$ cat config.mk
export PLATFORM = sky130hd
export DESIGN_NAME = pmrc_top
export DESIGN_NICKNAME = d
export VERILOG_FILES = /design/src/hw/pmrc_pkg.sv /design/src/hw/pmrc_top.sv
export SDC_FILE = /design/constraint.sdc
export NUM_CORES = 1
export LEC_CHECK = 0
export ABC_AREA = 1
export BUFFER_PORTS_ARGS = -buffer_cell sky130_fd_sc_hd__clkbuf_2
export CAP_MARGIN = 20
export CORE_AREA = 2 2 84 126
export CTS_CLUSTER_SIZE = 12
export DETAILED_ROUTE_END_ITERATION = 10
export DIE_AREA = 0 0 86 128
export GPL_ROUTABILITY_DRIVEN = 0
export PLACE_DENSITY = 0.76
export SLEW_MARGIN = 20
export SYNTH_ARGS = -nofsm -noshare
export SYNTH_HDL_FRONTEND = slang
export SYNTH_SLANG_ARGS = --single-unit
export TNS_END_PERCENT = 10
$ cat constraint.sdc
create_clock -name sys_clk -period 1.9 [get_ports sys_clk]
set_input_delay 0.285 -clock sys_clk [delete_from_list [all_inputs] [get_ports sys_clk]]
set_output_delay 0.285 -clock sys_clk [all_outputs]
set_load 0.05 [all_outputs]
$ cat src/hw/pmrc_pkg.sv
// package: register map, field positions, reset values and timing counts for the power/reset control
package pmrc_pkg;
	// -------------------------------------------------------------------------
	// register byte offsets
	// -------------------------------------------------------------------------
	localparam logic [7:0] PMRC_OFS_MODE   = 8'h00; // global mode request / state
	localparam logic [7:0] PMRC_OFS_WAKEEN = 8'h04; // wakeup source enables
	localparam logic [7:0] PMRC_OFS_BOOST  = 8'h08; // boost mode and switching clock
	localparam logic [7:0] PMRC_OFS_MONCFG = 8'h0C; // low-voltage monitor config
	localparam logic [7:0] PMRC_OFS_WDOG   = 8'h10; // watchdog control
	localparam logic [7:0] PMRC_OFS_SWRST  = 8'h14; // software reset
	localparam logic [7:0] PMRC_OFS_RSTSTS = 8'h18; // reset cause status (write 1 clears)
	localparam logic [7:0] PMRC_OFS_STATUS = 8'h1C; // live state

	// -------------------------------------------------------------------------
	// global power modes
	// -------------------------------------------------------------------------
	typedef enum logic [1:0] {
		PMRC_ACTIVE    = 2'b00,
		PMRC_ALTACTIVE = 2'b01,
		PMRC_SLEEP     = 2'b10,
		PMRC_HIBERNATE = 2'b11
	} pmrc_mode_type;

	// -------------------------------------------------------------------------
	// field positions
	// -------------------------------------------------------------------------
	localparam int PMRC_WAKE_PERIPH = 0; // wakeup enable bits
	localparam int PMRC_WAKE_SUPV   = 1;
	localparam int PMRC_WAKE_CTW    = 2;
	localparam int PMRC_WAKE_PIN    = 3;
	localparam int PMRC_BST_STBY    = 0; // boost: 1 = standby
	localparam int PMRC_BST_AUTO    = 1; // boost: auto pulse mode
	localparam int PMRC_BST_FSEL    = 2; // boost: clock select [3:2]
	localparam int PMRC_MON_ALVRST  = 0; // analog low-volt gives reset
	localparam int PMRC_MON_DLVRST  = 1; // digital low-volt gives reset
	localparam int PMRC_MON_AREGOFF = 2; // analog regulator disabled
	localparam int PMRC_MON_SWRDIS  = 3; // software reset disabled
	localparam int PMRC_SW_GO       = 0;
	localparam int PMRC_WD_EN       = 0;
	localparam int PMRC_WD_KICK     = 1;
	// reset status flags
	localparam int PMRC_RS_POR  = 0;
	localparam int PMRC_RS_PRECISE_LV_MONITOR = 1;
	localparam int PMRC_RS_EXT_RESET_N_PIN = 2;
	localparam int PMRC_RS_WDOG = 3;
	localparam int PMRC_RS_SW   = 4;
	localparam int PMRC_RS_ALV  = 5;
	localparam int PMRC_RS_DLV  = 6;
	localparam int PMRC_RS_AHV  = 7;

	// boost switching clock codes
	localparam logic [1:0] PMRC_F100K = 2'h0;
	localparam logic [1:0] PMRC_F400K = 2'h1;
	localparam logic [1:0] PMRC_F2M   = 2'h2;
	localparam logic [1:0] PMRC_F32K  = 2'h3;

	// -------------------------------------------------------------------------
	// reset values and timing
	// -------------------------------------------------------------------------
	localparam logic [3:0]  PMRC_WAKEEN_RST = 4'hF;
	localparam logic [3:0]  PMRC_BOOST_RST  = 4'h0;
	localparam logic [3:0]  PMRC_MONCFG_RST = 4'h0;
	localparam logic [15:0] PMRC_WD_DEF     = 16'h4000; // watchdog period in cycles
	localparam int PMRC_CLK_MHZ     = 40;
	localparam int PMRC_SLEEP_US    = 15;  // sleep resume interval
	localparam int PMRC_HIB_US      = 100; // hibernate resume upper bound
	localparam int PMRC_POR_NS      = 100; // least reset pulse
	localparam int PMRC_SLEEP_CYC   = PMRC_SLEEP_US * PMRC_CLK_MHZ;
	localparam int PMRC_HIB_CYC     = PMRC_HIB_US * PMRC_CLK_MHZ - 1;
	localparam int PMRC_POR_CYC     = (PMRC_POR_NS * PMRC_CLK_MHZ + 999) / 1000;
	localparam logic [7:0]  PMRC_HIB_WAIT = 8'h40; // hibernate resume, well under bound
endpackage : pmrc_pkg

$ cat src/hw/pmrc_top.sv
// power mode and reset controller with AHB-Lite register slave
//
// Added by the designer: the AHB-Lite register port and the address map.
`timescale 1ns/100ps

module pmrc_top
	import pmrc_pkg::*;
(
	input  wire logic        sys_clk,          // 40 MHz clock
	input  wire logic        rstn,             // async reset, power-on level
	input  wire logic        hsel,             // ahb select
	input  wire logic [7:0]  haddr,            // ahb address
	input  wire logic [1:0]  htrans,           // ahb transfer type
	input  wire logic        hwrite,           // ahb write
	input  wire logic [2:0]  hsize,            // ahb size
	input  wire logic [31:0] hwdata,           // ahb write data
	input  wire logic        hready,           // ahb bus ready
	output logic      [31:0] hrdata,           // ahb read data
	output logic             hreadyout,        // ahb slave ready
	output logic             hresp,            // ahb response, always okay
	input  wire logic        supplyRamping,    // a supply is still ramping
	input  wire logic        vddStable,        // internal digital supply stable
	input  wire logic        supplyFault,      // any supply out of range
	input  wire logic        presDigTrip,      // precise monitor digital trip
	input  wire logic        presAnaTrip,      // precise monitor analog trip
	input  wire logic        extResetN,        // external reset pin, active low
	input  wire logic        analogLowVolt,    // analog low-voltage detect
	input  wire logic        digitalLowVolt,   // digital low-voltage detect
	input  wire logic        analogHighVolt,   // analog high-voltage detect
	input  wire logic        wakePeriph,       // peripheral interrupt
	input  wire logic        wakeCtw,          // central timewheel tick
	input  wire logic        wakePin,          // pin interrupt
	input  wire logic        buzzWindow,       // sleep regulator activation window
	input  wire logic        xtal32k,          // 32 kHz crystal, sampled
	input  wire logic        boostBelow,       // boost output below target
	output logic             devResetN,        // device reset, active low
	output logic             porMonEn,         // power-on monitor enabled
	output logic             presDigEn,        // precise monitor digital enable
	output logic             presAnaEn,        // precise monitor analog enable
	output logic             oscEn,            // main internal oscillator enable
	output logic             cpuEn,            // cpu enable
	output logic             retainHold,       // hold config, sram, pins in hibernate
	output logic [1:0]       globalMode,       // current mode
	output logic             boostStandby,     // boost in standby
	output logic [1:0]       boostFsel,        // boost clock select
	output logic             boostPulse,       // auto pulse mode inductor pulse
	output logic             supvIrq           // monitor interrupt to cpu
);
	// -------------------------------------------------------------------------
	// state
	// -------------------------------------------------------------------------
	typedef enum logic [1:0] {
		PMRC_SQ_RUN  = 2'b00,
		PMRC_SQ_WAKE = 2'b01,
		PMRC_SQ_RST  = 2'b10
	} pmrc_seq_type;

	typedef struct packed {
		pmrc_mode_type mode;
		pmrc_seq_type  seq;
		logic [11:0]   cnt;
		logic [15:0]   wdCnt;
		logic          wdEn;
		logic [3:0]    wakeEn;
		logic [3:0]    boost;
		logic [3:0]    monCfg;
		logic [7:0]    rstSts;
		logic          porDone;
		logic          pendIrq;
		logic          xtalD;
		logic          aPh;
		logic          aWr;
		logic [7:0]    aAdr;
		logic [31:0]   rdata;
		logic          resetN;
		logic          porEn;
		logic          presD;
		logic          presA;
		logic          osc;
		logic          cpu;
		logic          hold;
		logic          bStby;
		logic [1:0]    bFs;
		logic          pulse;
		logic          irq;
	} pmrc_state_type;

	pmrc_state_type st_r;
	pmrc_state_type st_nxt;

	localparam logic [11:0] SLEEP_CNT = 12'(PMRC_SLEEP_CYC);
	localparam logic [11:0] POR_CNT   = 12'(PMRC_POR_CYC);
	localparam logic [11:0] HIB_CNT   = {4'h0, PMRC_HIB_WAIT};

	// word offset match
	function automatic logic hit(input logic [7:0] a, input logic [7:0] ofs);
		return a[7:2] == ofs[7:2];
	endfunction

	// -------------------------------------------------------------------------
	// next state
	// -------------------------------------------------------------------------
	always_comb begin
		logic resetReq;
		logic wake;
		logic wrGo;
		logic presTrip;
		logic lvIrq;
		resetReq = 1'b0;
		wake     = 1'b0;
		st_nxt   = st_r;
		wrGo     = st_r.aPh && st_r.aWr;
		// precise monitor counts only while enabled
		presTrip = (st_r.presD && presDigTrip) || (st_r.presA && presAnaTrip);
		lvIrq    = (analogLowVolt && !st_r.monCfg[PMRC_MON_ALVRST])
			|| (digitalLowVolt && !st_r.monCfg[PMRC_MON_DLVRST])
			|| analogHighVolt; // high-volt has no reset option

		// register bus address phase capture
		st_nxt.aPh = hsel && hready && htrans[1];
		st_nxt.aWr = hwrite;
		st_nxt.aAdr = haddr;
		st_nxt.rdata = 32'h0000_0000;
		if (hsel && hready && htrans[1] && !hwrite) begin
			if (hit(haddr, PMRC_OFS_MODE))   st_nxt.rdata = {30'h0, st_r.mode};
			if (hit(haddr, PMRC_OFS_WAKEEN)) st_nxt.rdata = {28'h0, st_r.wakeEn};
			if (hit(haddr, PMRC_OFS_BOOST))  st_nxt.rdata = {28'h0, st_r.boost};
			if (hit(haddr, PMRC_OFS_MONCFG)) st_nxt.rdata = {28'h0, st_r.monCfg};
			if (hit(haddr, PMRC_OFS_WDOG))   st_nxt.rdata = {31'h0, st_r.wdEn};
			if (hit(haddr, PMRC_OFS_RSTSTS)) st_nxt.rdata = {24'h0, st_r.rstSts};
			if (hit(haddr, PMRC_OFS_STATUS))
				st_nxt.rdata = {24'h0, st_r.irq, st_r.osc, st_r.porDone, st_r.seq, st_r.cpu, st_r.mode};
		end

		// register writes
		if (wrGo) begin
			if (hit(st_r.aAdr, PMRC_OFS_MODE) && st_r.seq == PMRC_SQ_RUN)
				st_nxt.mode = pmrc_mode_type'(hwdata[1:0]); // mode entry only by write
			if (hit(st_r.aAdr, PMRC_OFS_WAKEEN)) st_nxt.wakeEn = hwdata[3:0];
			if (hit(st_r.aAdr, PMRC_OFS_BOOST))  st_nxt.boost = hwdata[3:0];
			// analog regulator off is allowed; digital precise part has no disable
			if (hit(st_r.aAdr, PMRC_OFS_MONCFG)) st_nxt.monCfg = hwdata[3:0];
			if (hit(st_r.aAdr, PMRC_OFS_WDOG)) begin
				if (hwdata[PMRC_WD_EN]) st_nxt.wdEn = 1'b1; // sticky until power-on
				if (hwdata[PMRC_WD_KICK]) st_nxt.wdCnt = PMRC_WD_DEF;
			end
			if (hit(st_r.aAdr, PMRC_OFS_SWRST) && hwdata[PMRC_SW_GO]
				&& !st_r.monCfg[PMRC_MON_SWRDIS]) begin
				resetReq = 1'b1;
				st_nxt.rstSts[PMRC_RS_SW] = 1'b1;
			end
			if (hit(st_r.aAdr, PMRC_OFS_RSTSTS))
				st_nxt.rstSts = st_r.rstSts & ~hwdata[7:0]; // write one clears
		end

		// watchdog countdown
		if (st_r.wdEn && st_r.seq == PMRC_SQ_RUN && !(wrGo && hit(st_r.aAdr, PMRC_OFS_WDOG)
			&& hwdata[PMRC_WD_KICK])) begin
			if (st_r.wdCnt == 16'h0000) begin
				resetReq = 1'b1;
				st_nxt.rstSts[PMRC_RS_WDOG] = 1'b1;
			end else begin
				st_nxt.wdCnt = st_r.wdCnt - 16'h0001;
			end
		end

		// reset sources, sets win over software clear
		if (supplyFault) begin
			resetReq = 1'b1;
			st_nxt.rstSts[PMRC_RS_PRECISE_LV_MONITOR] = 1'b1;
		end
		if (presTrip) begin
			resetReq = 1'b1; // same path as power-on
			st_nxt.rstSts[PMRC_RS_PRECISE_LV_MONITOR] = 1'b1;
		end
		if (!extResetN) begin
			resetReq = 1'b1; // held while pin low
			st_nxt.rstSts[PMRC_RS_EXT_RESET_N_PIN] = 1'b1;
		end
		if (analogLowVolt) st_nxt.rstSts[PMRC_RS_ALV] = 1'b1;
		if (digitalLowVolt) st_nxt.rstSts[PMRC_RS_DLV] = 1'b1;
		if (analogHighVolt) st_nxt.rstSts[PMRC_RS_AHV] = 1'b1;
		if ((analogLowVolt && st_r.monCfg[PMRC_MON_ALVRST])
			|| (digitalLowVolt && st_r.monCfg[PMRC_MON_DLVRST]))
			resetReq = 1'b1;

		// wakeup decode per mode
		case (st_r.mode)
			PMRC_HIBERNATE: wake = wakePin && st_r.wakeEn[PMRC_WAKE_PIN];
			PMRC_SLEEP, PMRC_ALTACTIVE: wake = (wakePeriph && st_r.wakeEn[PMRC_WAKE_PERIPH])
				|| (lvIrq && st_r.wakeEn[PMRC_WAKE_SUPV])
				|| (wakeCtw && st_r.wakeEn[PMRC_WAKE_CTW])
				|| (wakePin && st_r.wakeEn[PMRC_WAKE_PIN]);
			default: wake = 1'b0;
		endcase

		// monitor interrupt held while asleep, presented after wakeup
		if (lvIrq) st_nxt.pendIrq = 1'b1;
		st_nxt.irq = st_r.pendIrq && st_r.mode == PMRC_ACTIVE && st_r.seq == PMRC_SQ_RUN;
		if (st_r.irq) st_nxt.pendIrq = lvIrq;

		// mode sequencer
		case (st_r.seq)
			PMRC_SQ_RST: begin
				// stretch at least the pulse width, and while supplies ramp
				if (st_r.cnt != 12'h000) st_nxt.cnt = st_r.cnt - 12'h001;
				if (resetReq || supplyRamping) st_nxt.cnt = POR_CNT;
				else if (st_r.cnt == 12'h000) begin
					st_nxt.seq = PMRC_SQ_RUN;
					st_nxt.mode = PMRC_ACTIVE; // boot in active
				end
			end
			PMRC_SQ_WAKE: begin
				if (resetReq) begin
					st_nxt.seq = PMRC_SQ_RST;
					st_nxt.cnt = POR_CNT;
				end else if (st_r.cnt == 12'h000) begin
					st_nxt.seq = PMRC_SQ_RUN;
					st_nxt.mode = PMRC_ACTIVE;
				end else st_nxt.cnt = st_r.cnt - 12'h001;
			end
			PMRC_SQ_RUN: begin
				if (resetReq) begin
					st_nxt.seq = PMRC_SQ_RST; // reset also wakes
					st_nxt.cnt = POR_CNT;
				end else if (wake && st_r.mode == PMRC_SLEEP) begin
					st_nxt.seq = PMRC_SQ_WAKE;
					st_nxt.cnt = SLEEP_CNT - 12'h001;
				end else if (wake && st_r.mode == PMRC_HIBERNATE) begin
					st_nxt.seq = PMRC_SQ_WAKE;
					st_nxt.cnt = HIB_CNT; // well under 100 us
				end else if (wake) begin
					st_nxt.mode = PMRC_ACTIVE;
				end
			end
			default: st_nxt.seq = PMRC_SQ_RST;
		endcase

		// device reset reloads control registers except watchdog enable, status survives
		if (st_r.seq == PMRC_SQ_RST) begin
			st_nxt.wakeEn = PMRC_WAKEEN_RST;
			st_nxt.boost  = PMRC_BOOST_RST;
			st_nxt.monCfg = PMRC_MONCFG_RST;
			st_nxt.wdCnt  = PMRC_WD_DEF;
			st_nxt.pendIrq = 1'b0;
		end

		// supervision handover
		if (vddStable) st_nxt.porDone = 1'b1;
		st_nxt.porEn = !st_nxt.porDone;
		// precise monitor runs when awake or during activation windows
		st_nxt.presD = st_nxt.porDone && (st_nxt.mode == PMRC_ACTIVE
			|| st_nxt.mode == PMRC_ALTACTIVE || st_nxt.seq == PMRC_SQ_RST
			|| (st_nxt.mode == PMRC_SLEEP && buzzWindow));
		st_nxt.presA = st_nxt.presD && !st_nxt.monCfg[PMRC_MON_AREGOFF];
		st_nxt.resetN = st_nxt.seq != PMRC_SQ_RST;
		st_nxt.osc = st_nxt.porDone && st_nxt.resetN; // after precise release
		// cpu on in active regardless of template after wake
		st_nxt.cpu = st_nxt.resetN && st_nxt.seq == PMRC_SQ_RUN
			&& st_nxt.mode != PMRC_SLEEP && st_nxt.mode != PMRC_HIBERNATE;
		st_nxt.hold = st_nxt.mode == PMRC_HIBERNATE;

		// boost control
		st_nxt.bStby = st_nxt.boost[PMRC_BST_STBY] && st_nxt.mode != PMRC_HIBERNATE;
		st_nxt.bFs = st_nxt.boost[PMRC_BST_FSEL+1:PMRC_BST_FSEL];
		st_nxt.xtalD = xtal32k;
		st_nxt.pulse = st_r.boost[PMRC_BST_AUTO] && (xtal32k != st_r.xtalD) && boostBelow;
	end

	// -------------------------------------------------------------------------
	// state register; power-on level resets everything incl. status
	// -------------------------------------------------------------------------
	always_ff @(posedge sys_clk or negedge rstn) begin
		if (!rstn) begin
			st_r <= '{mode: PMRC_ACTIVE, seq: PMRC_SQ_RST, cnt: POR_CNT, wdCnt: PMRC_WD_DEF,
				wakeEn: PMRC_WAKEEN_RST, boost: PMRC_BOOST_RST, monCfg: PMRC_MONCFG_RST,
				porEn: 1'b1, default: '0};
		end else begin
			st_r <= st_nxt;
		end
	end

	// outputs straight from flops, except hreadyout and hresp tied off
	assign hrdata       = st_r.rdata;
	assign hreadyout    = 1'b1;
	assign hresp        = 1'b0;
	assign devResetN    = st_r.resetN;
	assign porMonEn     = st_r.porEn;
	assign presDigEn    = st_r.presD;
	assign presAnaEn    = st_r.presA;
	assign oscEn        = st_r.osc;
	assign cpuEn        = st_r.cpu;
	assign retainHold   = st_r.hold;
	assign globalMode   = st_r.mode;
	assign boostStandby = st_r.bStby;
	assign boostFsel    = st_r.bFs;
	assign boostPulse   = st_r.pulse;
	assign supvIrq      = st_r.irq;
endmodule // pmrc_top

==> results of run 1 <==
## state kept, by name, summed over array words and instances (netlist names)
name / count
porMonEn: 1
supvIrq: 1
presDigEn: 1
boostStandby: 1
retainHold: 1
boostPulse: 1
hrdata: 8
presAnaEn: 1
devResetN: 1
cpuEn: 1
oscEn: 1
st_r: 61
globalMode: 2
boostFsel: 1
## worst reg2reg max path: cells and delay by family (launching register included)
family | cells | cell delay [ps]
flip-flops | 1 | 390
AO/OA/AOI/OAI | 1 | 160
AND/OR/NAND/NOR | 12 | 1290
## layer usage
metal  wire length, µm  vias to the layer above
li1                  -                     2065
met1              4540                     2138
met2              6940                      138
met3               592                       35
met4               437                        0
met5                 0                        -
## cell families after synthesis
family | Yosys count | synth area share
compound gates | 113 | 0.153
xor+xnor | 10 | 0.0183
fa+ha+maj | 6 | 0.0157
buf+inv | 127 | 0.136
flops | 82 | 0.432
other cells | 2 | 0.00157
simple gates | 240 | 0.243
## how the worst max path moves through the flow
stage,to,startpoint
after global placement,st_r[97],st_r[78]
after detailed placement,st_r[95],st_r[78]
after global routing,presAnaEn,st_r[79]
final,presAnaEn,st_r[47]
after floorplan,st_r[97],st_r[78]
after CTS,presAnaEn,st_r[79]
## repair_timing
item	4_1_cts	5_1_grt
cloned	1	0
gates resized for setup	21	19
endpoints found under the setup margin	18	26
hold buffers	1	0
endpoints found under the hold margin	26	0
buffers inserted	2	2
pin swaps	7	7
## final cells by class
cell class,instances,area share
timing repair inverter,1,0.00105
clock inverter,7,0.0219
multi-input combinational,395,0.383
clock buffer,9,0.0379
inverter,82,0.0537
tap,117,0.0246
timing repair buffer,119,0.130
sequential,82,0.347
## where the power goes
part / leakage [µW] / internal (µW) / total (µW) / switching (µW)
clock network: 0.000174 / 1310 / 2090 / 777
logic: 0.00168 / 103 / 415 / 311
registers: 0.00104 / 1770 / 1790 / 20.9
## stage by stage
step                setup WS, ps  cell area (µm²)  std cells  TNS [ps]
finish                     -29.4             5940        812     -33.5
global route                -130             5940        812     -1380
CTS                        -51.7             5860        810     -83.7
detailed placement          -118             5410        790     -1020
global placement           -52.8             5410        790      -240
floorplan                  -2.34             4860        604     -7.02
## cells in the final DEF, fill, tap and decap left out, types with 6 or more instances in the layout
cell type                   netlist  routed
sky130_fd_sc_hd__o21ai_0         37      33
sky130_fd_sc_hd__clkbuf_2         0      55
sky130_fd_sc_hd__inv_2            8      12
sky130_fd_sc_hd__nand4_1          7       7
sky130_fd_sc_hd__nand2_1         99      97
sky130_fd_sc_hd__clkbuf_16        0       9
sky130_fd_sc_hd__buf_4           38      61
sky130_fd_sc_hd__dfrtp_1         74      73
sky130_fd_sc_hd__nor4_1           8       8
sky130_fd_sc_hd__o21ai_2         10      10
sky130_fd_sc_hd__conb_1           2      26
sky130_fd_sc_hd__nand2_2          5       6
sky130_fd_sc_hd__xor2_1           8       8
sky130_fd_sc_hd__nor2_2           8      12
sky130_fd_sc_hd__a21oi_1         31      30
sky130_fd_sc_hd__nor2_4           8       8
sky130_fd_sc_hd__nor2_1          51      47
sky130_fd_sc_hd__nand3_1         25      22
sky130_fd_sc_hd__nor3_1          17      13
sky130_fd_sc_hd__inv_1           72      67
sky130_fd_sc_hd__dfstp_2          8       8
==> impl_results.html, run 1 <==
<table>
<tr><th>Metric</th><th>Value</th></tr>
<tr><th colspan="2">Flow run</th></tr>
<tr><td>Max_cap viols</td><td>0</td></tr>
<tr><th colspan="2">Synth</th></tr>
<tr><td>Area share of the largest cell type after synthesis</td><td>0.388</td></tr>
<tr><td>Synthesis-stage register bit count</td><td>82</td></tr>
<tr><td>Number of distinct library cell variants in the gate-level netlist after synthesis</td><td>50</td></tr>
<tr><td>Sequential area share after synthesis</td><td>0.432</td></tr>
<tr><td>Ranking of synthesized cells by area</td><td>sky130_fd_sc_hd__dfrtp_1 (39%), sky130_fd_sc_hd__nand2_1 (7.8%), sky130_fd_sc_hd__buf_4 (6.0%), sky130_fd_sc_hd__inv_1 (5.7%), sky130_fd_sc_hd__dfstp_2 (4.4%)</td></tr>
<tr><td>Number of cells produced by synthesis</td><td>580</td></tr>
<tr><td>Syn. warnings</td><td>0</td></tr>
<tr><td>Syn Area/Cell</td><td>8.23 µm²</td></tr>
<tr><td>FFs w/ async S/R, synth</td><td>1.00</td></tr>
<tr><td>Number of enable-type register cells in the synthesized netlist</td><td>0</td></tr>
<tr><td>Commonest cells post-synth</td><td>sky130_fd_sc_hd__nand2_1 (99), sky130_fd_sc_hd__dfrtp_1 (74), sky130_fd_sc_hd__inv_1 (72)</td></tr>
<tr><td>Post-synth top flop</td><td>sky130_fd_sc_hd__dfrtp_1</td></tr>
<tr><td>Synthesized area</td><td>4770 µm²</td></tr>
<tr><td>Cell with the most instances after synthesis</td><td>sky130_fd_sc_hd__nand2_1</td></tr>
<tr><td>Yosys top cell by area</td><td>sky130_fd_sc_hd__dfrtp_1</td></tr>
<tr><th colspan="2">Timing</th></tr>
<tr><td>Final setup fails</td><td>2</td></tr>
<tr><td>Final Hold Viols</td><td>0</td></tr>
<tr><td>Final clock skew</td><td>9.35 ps</td></tr>
<tr><td>Final worst slack</td><td>-29.4 ps</td></tr>
<tr><td>Fin crit share</td><td>1.02</td></tr>
<tr><td>Maximum clock rate</td><td>0.518 GHz</td></tr>
<tr><td>Final count of pins violating max slew</td><td>0</td></tr>
<tr><td>Fin crit period</td><td>1930 ps</td></tr>
<tr><td>Setup repair after global routing missed its margin</td><td>yes</td></tr>
<tr><td>Worst slack on hold paths</td><td>between 50 and 60 ps</td></tr>
<tr><th colspan="2">Setup path</th></tr>
<tr><td>Worst path cell trace</td><td>nor2_1 -&gt; nand3_2 -&gt; nor2_4 -&gt; nor2_4 -&gt; nand2_4 -&gt; nand3_2 -&gt; o21bai_1 -&gt; nand3_2 -&gt; nand2_2 -&gt; nor2_1 -&gt; nand2_1 -&gt; nand2_1 -&gt; nor2_1</td></tr>
<tr><td>Cell family contributing the most delay on the critical path</td><td>simple AND/OR/NAND/NOR gates</td></tr>
<tr><td>Capturing element type of the critical path</td><td>flip-flop</td></tr>
<tr><td>Depth of the worst register-to-register path</td><td>13</td></tr>
<tr><td>Crit Reg-Reg Startpoint</td><td>st_r[47]</td></tr>
<tr><td>Setup crit start kind</td><td>flip-flop</td></tr>
<tr><td>Cell with the largest stage delay on the worst path</td><td>sky130_fd_sc_hd__dfrtp_1</td></tr>
<tr><td>Required arrival time at the worst endpoint</td><td>2170 ps</td></tr>
<tr><td>Count of cell instances traversed by the critical path</td><td>13</td></tr>
<tr><td>Critical path fanouts, max</td><td>5</td></tr>
<tr><td>Data arrival, critical path</td><td>about 2200 ps</td></tr>
<tr><td>Largest incremental delay on the critical path</td><td>390 ps</td></tr>
<tr><td>Number of buffers and inverters on the critical path</td><td>0</td></tr>
<tr><td>CP Class</td><td>reg2reg</td></tr>
<tr><td>Slack of the worst reg-to-reg path</td><td>-30 ps</td></tr>
<tr><td>Endpoint of the lowest-slack register-to-register path</td><td>presAnaEn</td></tr>
<tr><th colspan="2">Route</th></tr>
<tr><td>Post-detailed-routing wire length</td><td>12.5 mm</td></tr>
<tr><td>DR pass1 iterations</td><td>5</td></tr>
<tr><td>Post-detailed-route DRC marker count</td><td>0</td></tr>
<tr><td>DRT antenna net count</td><td>0</td></tr>
<tr><td>Routed length per placed instance</td><td>15.4 µm</td></tr>
<tr><td>Via count</td><td>4,376</td></tr>
<tr><td>Detailed Route Iter0 Violations</td><td>324</td></tr>
<tr><td>Via count normalized by instance count</td><td>5.39</td></tr>
<tr><th colspan="2">Power and ir drop</th></tr>
<tr><td>Static power due to leakage</td><td>0.00289 µW</td></tr>
<tr><td>Total power</td><td>4290 µW</td></tr>
<tr><td>PwrDens</td><td>722 nW/µm²</td></tr>
<tr><td>Maximum resistive drop on vdd</td><td>444 µV</td></tr>
<tr><th colspan="2">Layout</th></tr>
<tr><td>Number of nets in the final layout</td><td>between 700 and 800</td></tr>
<tr><td>Area growth from synthesis to final layout</td><td>24.5%</td></tr>
<tr><td>Utilization of the core after routing</td><td>0.596</td></tr>
<tr><td>Storage element area</td><td>2060 µm²</td></tr>
<tr><td>Number of diodes added for antenna fixing</td><td>0</td></tr>
<tr><td>Layout fillers</td><td>824</td></tr>
<tr><td>Multi-input combinational cell area</td><td>2280 µm²</td></tr>
<tr><td>Fraction of layout instances using a drive strength above 1</td><td>0.317</td></tr>
<tr><th colspan="2">GRT</th></tr>
<tr><td>Most utilized layer in the global route result</td><td>met2</td></tr>
<tr><td>First-pass GRT wire length</td><td>20.3 mm</td></tr>
<tr><td>Largest net degree at the start of global routing</td><td>between 40 and 50</td></tr>
<tr><td>Met3 Resource Use GR</td><td>0.0457</td></tr>
<tr><td>Met2 capacity usage during global routing</td><td>0.431</td></tr>
<tr><td>Combined global-route utilization of all metal layers</td><td>0.236</td></tr>
<tr><td>Global Route met1 Usage</td><td>0.255</td></tr>
<tr><td>Initial antenna violation count</td><td>0</td></tr>
<tr><td>GRT Residual Overflow</td><td>0</td></tr>
<tr><td>Vias in the first global route</td><td>4,423</td></tr>
<tr><th colspan="2">Status</th></tr>
<tr><td>Outcome</td><td>finished with violations</td></tr>
<tr><td>Violations in the final reports</td><td>setup timing</td></tr>
<tr><th colspan="2">Clock network</th></tr>
<tr><td>Clk buf depth</td><td>2</td></tr>
<tr><td>Number of buffers inserted during clock tree synthesis</td><td>9</td></tr>
<tr><td>TritonCTS sink count</td><td>82</td></tr>
<tr><td>TritonCTS clock tree</td><td>built</td></tr>
<tr><td>Clock input transition at the sequential cells of the worst setup and hold paths</td><td>70 ps</td></tr>
<tr><td>H-tree Lvls</td><td>3</td></tr>
<tr><td>Clock latency reported for the late side of the worst-skew pair</td><td>350 ps</td></tr>
<tr><td>CTS Root Cell</td><td>sky130_fd_sc_hd__clkbuf_16</td></tr>
<tr><th colspan="2">Die</th></tr>
<tr><td>Area of the core region</td><td>around 10000 µm²</td></tr>
<tr><td>Overall die area</td><td>11,000 µm²</td></tr>
<tr><td>Starting utilization of the core area</td><td>0.479</td></tr>
<tr><td>Die width</td><td>86 µm</td></tr>
<tr><td>Top-level port count</td><td>approximately 110</td></tr>
<tr><td>Chip height</td><td>128 µm</td></tr>
<tr><td>FP Rows</td><td>between 40 and 50</td></tr>
<tr><th colspan="2">Worst hold path</th></tr>
<tr><td>Hold endpoint</td><td>st_r[51]</td></tr>
<tr><td>Worst min-delay path startpoint</td><td>haddr[7]</td></tr>
<tr><td>Hold depth</td><td>1</td></tr>
<tr><td>Class of the tightest hold or removal check</td><td>in2reg</td></tr>
<tr><th colspan="2">Placement</th></tr>
<tr><td>Detailed placer's ending HPWL</td><td>9.25 mm</td></tr>
<tr><td>Number of buffer cells added on primary ports</td><td>56</td></tr>
</table>
No activity file was read; power rests on OpenSTA's default activity.
==> run 2, diff against run 1 <==
CORE_AREA = 2 2 92 116   (was 2 2 84 126)
DIE_AREA = 0 0 94 118   (was 0 0 86 128)
PLACE_DENSITY = 0.75   (was 0.76)
==> impl_results.html, run 2 (synthesis results as in run 1) <==
<table>
<tr><th>Metric</th><th>Value</th></tr>
<tr><th colspan="2">Timing</th></tr>
<tr><td>Final worst slack</td><td>-46.4 ps</td></tr>
<tr><td>Final clock skew</td><td>5.51 ps</td></tr>
<tr><td>Relative max-transition margin</td><td>0.635</td></tr>
<tr><td>Final Hold Viols</td><td>0</td></tr>
<tr><td>Fin crit share</td><td>1.02</td></tr>
<tr><td>Fin crit period</td><td>1950 ps</td></tr>
<tr><td>Final count of pins violating max slew</td><td>0</td></tr>
<tr><td>Maximum clock rate</td><td>slightly above 0.5 GHz</td></tr>
<tr><td>Setup repair after global routing missed its margin</td><td>yes</td></tr>
<tr><td>Tightest Pin Transition</td><td>540 ps</td></tr>
<tr><td>Aggregate negative setup slack</td><td>-84.9 ps</td></tr>
<tr><td>Final setup fails</td><td>3</td></tr>
<tr><th colspan="2">Route</th></tr>
<tr><td>Post-detailed-route DRC marker count</td><td>0</td></tr>
<tr><td>Post-detailed-routing wire length</td><td>11.9 mm</td></tr>
<tr><td>Routed length per placed instance</td><td>14.4 µm</td></tr>
<tr><td>Via count normalized by instance count</td><td>5.17</td></tr>
<tr><td>Via count</td><td>4,284</td></tr>
<tr><td>Detailed Route Iter0 Violations</td><td>239</td></tr>
<tr><td>DRT antenna net count</td><td>0</td></tr>
<tr><td>DR pass1 iterations</td><td>6</td></tr>
<tr><th colspan="2">GRT</th></tr>
<tr><td>Largest net degree at the start of global routing</td><td>37</td></tr>
<tr><td>First-pass GRT wire length</td><td>19.4 mm</td></tr>
<tr><td>Vias in the first global route</td><td>4,176</td></tr>
<tr><td>Combined global-route utilization of all metal layers</td><td>0.222</td></tr>
<tr><td>Initial antenna violation count</td><td>0</td></tr>
<tr><td>GRT Residual Overflow</td><td>0</td></tr>
<tr><th colspan="2">Setup path</th></tr>
<tr><td>Data arrival, critical path</td><td>2160 ps</td></tr>
<tr><td>Largest incremental delay on the critical path</td><td>390 ps</td></tr>
<tr><td>Slack of the worst reg-to-reg path</td><td>-50 ps</td></tr>
<tr><td>Critical path fanouts, max</td><td>5</td></tr>
<tr><td>Number of buffers and inverters on the critical path</td><td>1</td></tr>
<tr><td>Setup crit start kind</td><td>flip-flop</td></tr>
<tr><td>Worst path cell trace</td><td>inv_2 -&gt; ha_4 -&gt; nand3_4 -&gt; nor2_4 -&gt; nand2_4 -&gt; nor2_4 -&gt; nand2_4 -&gt; nand3_2 -&gt; o21bai_1 -&gt; nand3_1 -&gt; nand2_2 -&gt; nor2_2 -&gt; nand2_1 -&gt; nand2_2 -&gt; nor2_1</td></tr>
<tr><td>Required arrival time at the worst endpoint</td><td>2110 ps</td></tr>
<tr><td>Cell with the largest stage delay on the worst path</td><td>sky130_fd_sc_hd__dfrtp_1</td></tr>
<tr><td>Cell family contributing the most delay on the critical path</td><td>simple AND/OR/NAND/NOR gates</td></tr>
<tr><td>CP Class</td><td>reg2reg</td></tr>
<tr><td>Capturing element type of the critical path</td><td>flip-flop</td></tr>
<tr><th colspan="2">Placement</th></tr>
<tr><td>Instance area after placement</td><td>between 5000 and 6000 µm²</td></tr>
<tr><td>Placed Cells</td><td>802</td></tr>
<tr><td>Number of buffer cells added on primary ports</td><td>56</td></tr>
<tr><td>Detailed placer's ending HPWL</td><td>8.86 mm</td></tr>
<tr><td>Post-Place Worst Slack</td><td>-116 ps</td></tr>
<tr><th colspan="2">Layout</th></tr>
<tr><td>Most frequent cells in the layout</td><td>sky130_fd_sc_hd__nand2_1 (91), sky130_fd_sc_hd__dfrtp_1 (73), sky130_fd_sc_hd__inv_1 (68), sky130_fd_sc_hd__buf_4 (62), sky130_fd_sc_hd__clkbuf_2 (55)</td></tr>
<tr><td>Number of nets in the final layout</td><td>765</td></tr>
<tr><td>Fraction of layout instances using a drive strength above 1</td><td>0.336</td></tr>
<tr><td>Number of flip-flops in the largest register</td><td>between 60 and 70</td></tr>
<tr><td>Layout fillers</td><td>807</td></tr>
<tr><td>Number of diodes added for antenna fixing</td><td>0</td></tr>
<tr><td>Leading cell type in the layout, fill and taps excluded</td><td>sky130_fd_sc_hd__nand2_1</td></tr>
<tr><td>Area growth from synthesis to final layout</td><td>26.3%</td></tr>
<tr><td>Register with the highest flop count</td><td>st_r</td></tr>
<tr><td>Number of standard cells in the layout, taps in and fillers out</td><td>828</td></tr>
<tr><td>Utilization of the core after routing</td><td>0.603</td></tr>
<tr><td>Non-Filler Cell Area, Final</td><td>6030 µm²</td></tr>
<tr><th colspan="2">Die</th></tr>
<tr><td>Die width</td><td>94 µm</td></tr>
<tr><td>FP Rows</td><td>approximately 40</td></tr>
<tr><td>Top-level port count</td><td>roughly 110</td></tr>
<tr><td>Overall die area</td><td>11,100 µm²</td></tr>
<tr><td>Chip height</td><td>118 µm</td></tr>
<tr><td>Area of the core region</td><td>10,000 µm²</td></tr>
<tr><td>Starting utilization of the core area</td><td>0.477</td></tr>
<tr><th colspan="2">Status</th></tr>
<tr><td>Outcome</td><td>finished with violations</td></tr>
<tr><td>Violations in the final reports</td><td>setup timing</td></tr>
<tr><th colspan="2">Clock network</th></tr>
<tr><td>Clock input transition at the sequential cells of the worst setup and hold paths</td><td>60 ps</td></tr>
<tr><td>Number of buffers inserted during clock tree synthesis</td><td>9</td></tr>
<tr><td>TritonCTS sink count</td><td>82</td></tr>
<tr><td>TritonCTS clock tree</td><td>built</td></tr>
<tr><td>Clk buf depth</td><td>2</td></tr>
<tr><td>H-tree Lvls</td><td>3</td></tr>
<tr><td>CTS Root Cell</td><td>sky130_fd_sc_hd__clkbuf_16</td></tr>
<tr><td>Clock latency reported for the late side of the worst-skew pair</td><td>340 ps</td></tr>
<tr><th colspan="2">Flow run</th></tr>
<tr><td>Max_cap viols</td><td>0</td></tr>
<tr><th colspan="2">Worst hold path</th></tr>
<tr><td>Class of the tightest hold or removal check</td><td>in2reg</td></tr>
<tr><th colspan="2">Power and ir drop</th></tr>
<tr><td>Static power due to leakage</td><td>around 0.0029 µW</td></tr>
<tr><td>PwrDens</td><td>between 600 and 700 nW/µm²</td></tr>
<tr><td>Maximum resistive drop on vdd</td><td>approximately 380 µV</td></tr>
</table>
-- run 2: repair_timing --
action	CTS	global route
pin swaps	4	15
hold buffers	1	0
buffers inserted	5	4
resized for setup	14	54
endpoints found under the hold margin	30	0
cloned	0	0
endpoints found under the setup margin	27	38
-- run 2: power breakdown --
part | switching [µW] | leakage [µW] | internal [µW]
Combinational | 316 | 0.00173 | 113
Clock | 674 | 0.000140 | 1050
Sequential | 17.0 | 0.00104 | 1770
-- run 2: path summary, 6_finish.rpt --
| kind | startpoint | end | cells after the start |
|---|---|---|---|
| worst max-delay path | st_r[79] | presAnaEn | 15 |
| worst min-delay path | hwrite | st_r[52] | 1 |
| worst max register to register | st_r[79] | presAnaEn | 15 |
| worst min register to register | st_r[54] | boostPulse | 1 |
| max in group asynchronous | rstn | porMonEn | 3 |
| min in group asynchronous | rstn | st_r[78] | 2 |
-- run 2: per-layer routing --
metal | vias up | wire length, µm | global-route usage
met4 | 0 | 467 | 0.116
met1 | 2011 | 4600 | 0.258
li1 | 2084 | - | -
met2 | 150 | 6280 | 0.376
met5 | - | 0 | 0
met3 | 39 | 587 | 0.0480
-- run 2: layout make-up --
| type | instances | area (µm²) | area share |
|---|---|---|---|
| Inverter | 82 | 329 | 0.0546 |
| Tap cell | 129 | 161 | 0.0268 |
| Timing Repair Buffer | 124 | 836 | 0.139 |
| Sequential cell | 82 | 2060 | 0.342 |
| Clock buffer | 13 | 250 | 0.0415 |
| Multi-Input combinational cell | 395 | 2350 | 0.389 |
| Clock inverter | 3 | 42.5 | 0.00705 |
-- run 2: metrics by stage --
| step | total power, µW | hold WS [ps] |
|---|---|---|
| 4_1_cts | 3960 | 55.5 |
| 5_1_grt | 4090 | 61.6 |
| 6_report | 3940 | 64.0 |
| 3_5_place_dp | 2230 | 285 |
| 3_3_place_gp | 2220 | 281 |
| 2_1_floorplan | 2110 | -10.6 |
==> run 3, diff against run 2 <==
CORE_AREA = 2 2 88 111   (was 2 2 92 116)
DIE_AREA = 0 0 90 113   (was 0 0 94 118)
PLACE_DENSITY = 0.78   (was 0.75)
clock period = 2 ns   (was 1.9 ns; I/O delays follow)
==> impl_results.html, run 3 (synthesis results as in run 1) <==
<table>
<tr><th>Metric</th><th>Value</th></tr>
<tr><th colspan="2">Power and ir drop</th></tr>
<tr><td>Maximum resistive drop on vdd</td><td>383 µV</td></tr>
<tr><td>Total power</td><td>3790 µW</td></tr>
<tr><td>PwrDens</td><td>652 nW/µm²</td></tr>
<tr><td>Static power due to leakage</td><td>between 0.002 and 0.003 µW</td></tr>
<tr><th colspan="2">Setup path</th></tr>
<tr><td>Slack of the worst reg-to-reg path</td><td>-3 ps</td></tr>
<tr><td>Depth of the worst register-to-register path</td><td>14</td></tr>
<tr><td>Crit Reg-Reg Startpoint</td><td>st_r[52]</td></tr>
<tr><td>Cell with the largest stage delay on the worst path</td><td>sky130_fd_sc_hd__dfrtp_1</td></tr>
<tr><td>Capturing element type of the critical path</td><td>flip-flop</td></tr>
<tr><td>Worst path cell trace</td><td>nand2_4 -&gt; buf_4 -&gt; nor2_4 -&gt; nand4_1 -&gt; nand2_1 -&gt; inv_2 -&gt; nand3_2 -&gt; a21oi_2 -&gt; nor2_2 -&gt; nand2_4 -&gt; clkinv_8 -&gt; buf_4 -&gt; nand2_4 -&gt; nand2_2</td></tr>
<tr><td>Count of cell instances traversed by the critical path</td><td>14</td></tr>
<tr><td>Data arrival, critical path</td><td>around 2200 ps</td></tr>
<tr><td>Largest incremental delay on the critical path</td><td>390 ps</td></tr>
<tr><td>Setup crit start kind</td><td>flip-flop</td></tr>
<tr><td>Cell family contributing the most delay on the critical path</td><td>simple AND/OR/NAND/NOR gates</td></tr>
<tr><td>Required arrival time at the worst endpoint</td><td>2230 ps</td></tr>
<tr><td>Crit. Startpoint</td><td>st_r[52]</td></tr>
<tr><td>CP Class</td><td>reg2reg</td></tr>
<tr><td>Critical path fanouts, max</td><td>15</td></tr>
<tr><td>Most used cell, CP</td><td>sky130_fd_sc_hd__nand2_4</td></tr>
<tr><td>Number of buffers and inverters on the critical path</td><td>4</td></tr>
<tr><td>Endpoint of the lowest-slack register-to-register path</td><td>st_r[105]</td></tr>
<tr><th colspan="2">Status</th></tr>
<tr><td>Outcome</td><td>finished with violations</td></tr>
<tr><td>Violations in the final reports</td><td>setup timing</td></tr>
<tr><th colspan="2">Layout</th></tr>
<tr><td>Number of flip-flops in the largest register</td><td>61</td></tr>
<tr><td>Utilization of the core after routing</td><td>0.640</td></tr>
<tr><td>Register with the highest flop count</td><td>st_r</td></tr>
<tr><td>Leading cell type in the layout, fill and taps excluded</td><td>sky130_fd_sc_hd__nand2_1</td></tr>
<tr><td>Number of nets in the final layout</td><td>approximately 750</td></tr>
<tr><td>Area growth from synthesis to final layout</td><td>21.8%</td></tr>
<tr><td>Number of diodes added for antenna fixing</td><td>0</td></tr>
<tr><td>Fraction of layout instances using a drive strength above 1</td><td>0.294</td></tr>
<tr><td>Layout fillers</td><td>between 700 and 800</td></tr>
<tr><td>Number of standard cells in the layout, taps in and fillers out</td><td>811</td></tr>
<tr><td>Most frequent cells in the layout</td><td>sky130_fd_sc_hd__nand2_1 (98), sky130_fd_sc_hd__dfrtp_1 (73), sky130_fd_sc_hd__inv_1 (69), sky130_fd_sc_hd__clkbuf_2 (55), sky130_fd_sc_hd__buf_4 (55)</td></tr>
<tr><th colspan="2">Flow run</th></tr>
<tr><td>Max_cap viols</td><td>0</td></tr>
<tr><th colspan="2">Die</th></tr>
<tr><td>Die width</td><td>90 µm</td></tr>
<tr><td>Overall die area</td><td>10,200 µm²</td></tr>
<tr><td>FP Rows</td><td>39</td></tr>
<tr><td>Top-level port count</td><td>113</td></tr>
<tr><td>Chip height</td><td>113 µm</td></tr>
<tr><td>Area of the core region</td><td>roughly 9100 µm²</td></tr>
<tr><td>Starting utilization of the core area</td><td>0.526</td></tr>
<tr><th colspan="2">Timing</th></tr>
<tr><td>Fin crit period</td><td>about 2000 ps</td></tr>
<tr><td>Final count of pins violating max slew</td><td>0</td></tr>
<tr><td>Final setup fails</td><td>1</td></tr>
<tr><td>Final worst slack</td><td>-2.91 ps</td></tr>
<tr><td>Maximum clock rate</td><td>0.499 GHz</td></tr>
<tr><td>Aggregate negative setup slack</td><td>-2.91 ps</td></tr>
<tr><td>Final Hold Viols</td><td>0</td></tr>
<tr><td>Fin crit share</td><td>1.00</td></tr>
<tr><td>Final clock skew</td><td>5.64 ps</td></tr>
<tr><td>Setup repair after global routing missed its margin</td><td>yes</td></tr>
<tr><th colspan="2">Route</th></tr>
<tr><td>Detailed Route Iter0 Violations</td><td>278</td></tr>
<tr><td>Via count</td><td>4,417</td></tr>
<tr><td>Post-detailed-route DRC marker count</td><td>0</td></tr>
<tr><td>DR pass1 iterations</td><td>5</td></tr>
<tr><td>Routed length per placed instance</td><td>14.9 µm</td></tr>
<tr><td>Post-detailed-routing wire length</td><td>12.1 mm</td></tr>
<tr><td>Via count normalized by instance count</td><td>5.45</td></tr>
<tr><td>DRT antenna net count</td><td>0</td></tr>
<tr><th colspan="2">Placement</th></tr>
<tr><td>Number of buffer cells added on primary ports</td><td>between 50 and 60</td></tr>
<tr><td>Detailed placer's ending HPWL</td><td>8.56 mm</td></tr>
<tr><td>Placed Cells</td><td>772</td></tr>
<tr><td>Post-Place Worst Slack</td><td>-57.8 ps</td></tr>
<tr><th colspan="2">GRT</th></tr>
<tr><td>Vias in the first global route</td><td>4,366</td></tr>
<tr><td>Combined global-route utilization of all metal layers</td><td>0.242</td></tr>
<tr><td>GRT Residual Overflow</td><td>0</td></tr>
<tr><td>Largest net degree at the start of global routing</td><td>37</td></tr>
<tr><td>Initial antenna violation count</td><td>0</td></tr>
<tr><td>First-pass GRT wire length</td><td>19.8 mm</td></tr>
<tr><th colspan="2">Clock network</th></tr>
<tr><td>H-tree Lvls</td><td>3</td></tr>
<tr><td>Number of buffers inserted during clock tree synthesis</td><td>9</td></tr>
<tr><td>Clock latency reported for the late side of the worst-skew pair</td><td>approximately 340 ps</td></tr>
<tr><td>Clk buf depth</td><td>2</td></tr>
<tr><td>TritonCTS sink count</td><td>82</td></tr>
<tr><td>Clock input transition at the sequential cells of the worst setup and hold paths</td><td>approximately 60 ps</td></tr>
<tr><td>TritonCTS clock tree</td><td>built</td></tr>
<tr><td>CTS Root Cell</td><td>sky130_fd_sc_hd__clkbuf_16</td></tr>
<tr><th colspan="2">Worst hold path</th></tr>
<tr><td>Class of the tightest hold or removal check</td><td>in2reg</td></tr>
<tr><td>Hold endpoint</td><td>st_r[52]</td></tr>
<tr><td>Hold depth</td><td>1</td></tr>
<tr><td>Worst min-delay path startpoint</td><td>hwrite</td></tr>
</table>
[run 3: changes by cell type in the layout (fill, tap and decap cells not counted), moves of 4 or more]
cell | before | now
sky130_fd_sc_hd__nor2_1 | 43 | 48
sky130_fd_sc_hd__buf_6 | 4 | 0
sky130_fd_sc_hd__nor2_4 | 13 | 9
sky130_fd_sc_hd__buf_4 | 62 | 55
sky130_fd_sc_hd__nand2_1 | 91 | 98
sky130_fd_sc_hd__nand2_2 | 12 | 5
[run 3: cell type report]
type / instances / area, µm² / area share
Timing Repair Buffer: 113 / 738 / 0.127
Sequential cell: 82 / 2060 / 0.355
Clock buffer: 14 / 274 / 0.0471
Tap cell: 123 / 154 / 0.0265
Inverter: 82 / 322 / 0.0553
Multi-Input combinational cell: 395 / 2230 / 0.383
Clock inverter: 2 / 35.0 / 0.00603
[run 3: layer usage]
metal	vias up	global-route usage	share of wire
met2	172	0.439	0.54
met1	2136	0.268	0.37
met4	0	0.134	0.040
li1	2065	-	-
met3	44	0.0453	0.054
met5	-	0	0
[run 3: timing repair]
action	CTS	global route
hold buffers	1	0
pin swaps	3	12
setup endpoints to repair	12	20
setup buffers	6	16
resized for setup	8	19
hold endpoints to repair	27	0
cloned	0	0
[run 3: power breakdown]
part	internal (µW)	switching [µW]
sequential	1680	19.0
combinational	89.1	294
clock	1070	639
[run 3: per-stage QoR]
| stage | area, µm² | hold slack, ps |
|---|---|---|
| after global placement | 5230 | 282 |
| after global routing | 5810 | 79.0 |
| after floorplan | 4860 | 4.41 |
| after detailed placement | 5230 | 279 |
| final | 5810 | 85.9 |
| after CTS | 5640 | 79.8 |
[run 3: how the worst max path moves through the flow]
| stage | end |
|---|---|
| finish | st_r[105] |
| global route | st_r[100] |
| CTS | st_r[99] |
| detailed placement | st_r[95] |
| global placement | st_r[95] |
| floorplan | st_r[103] |
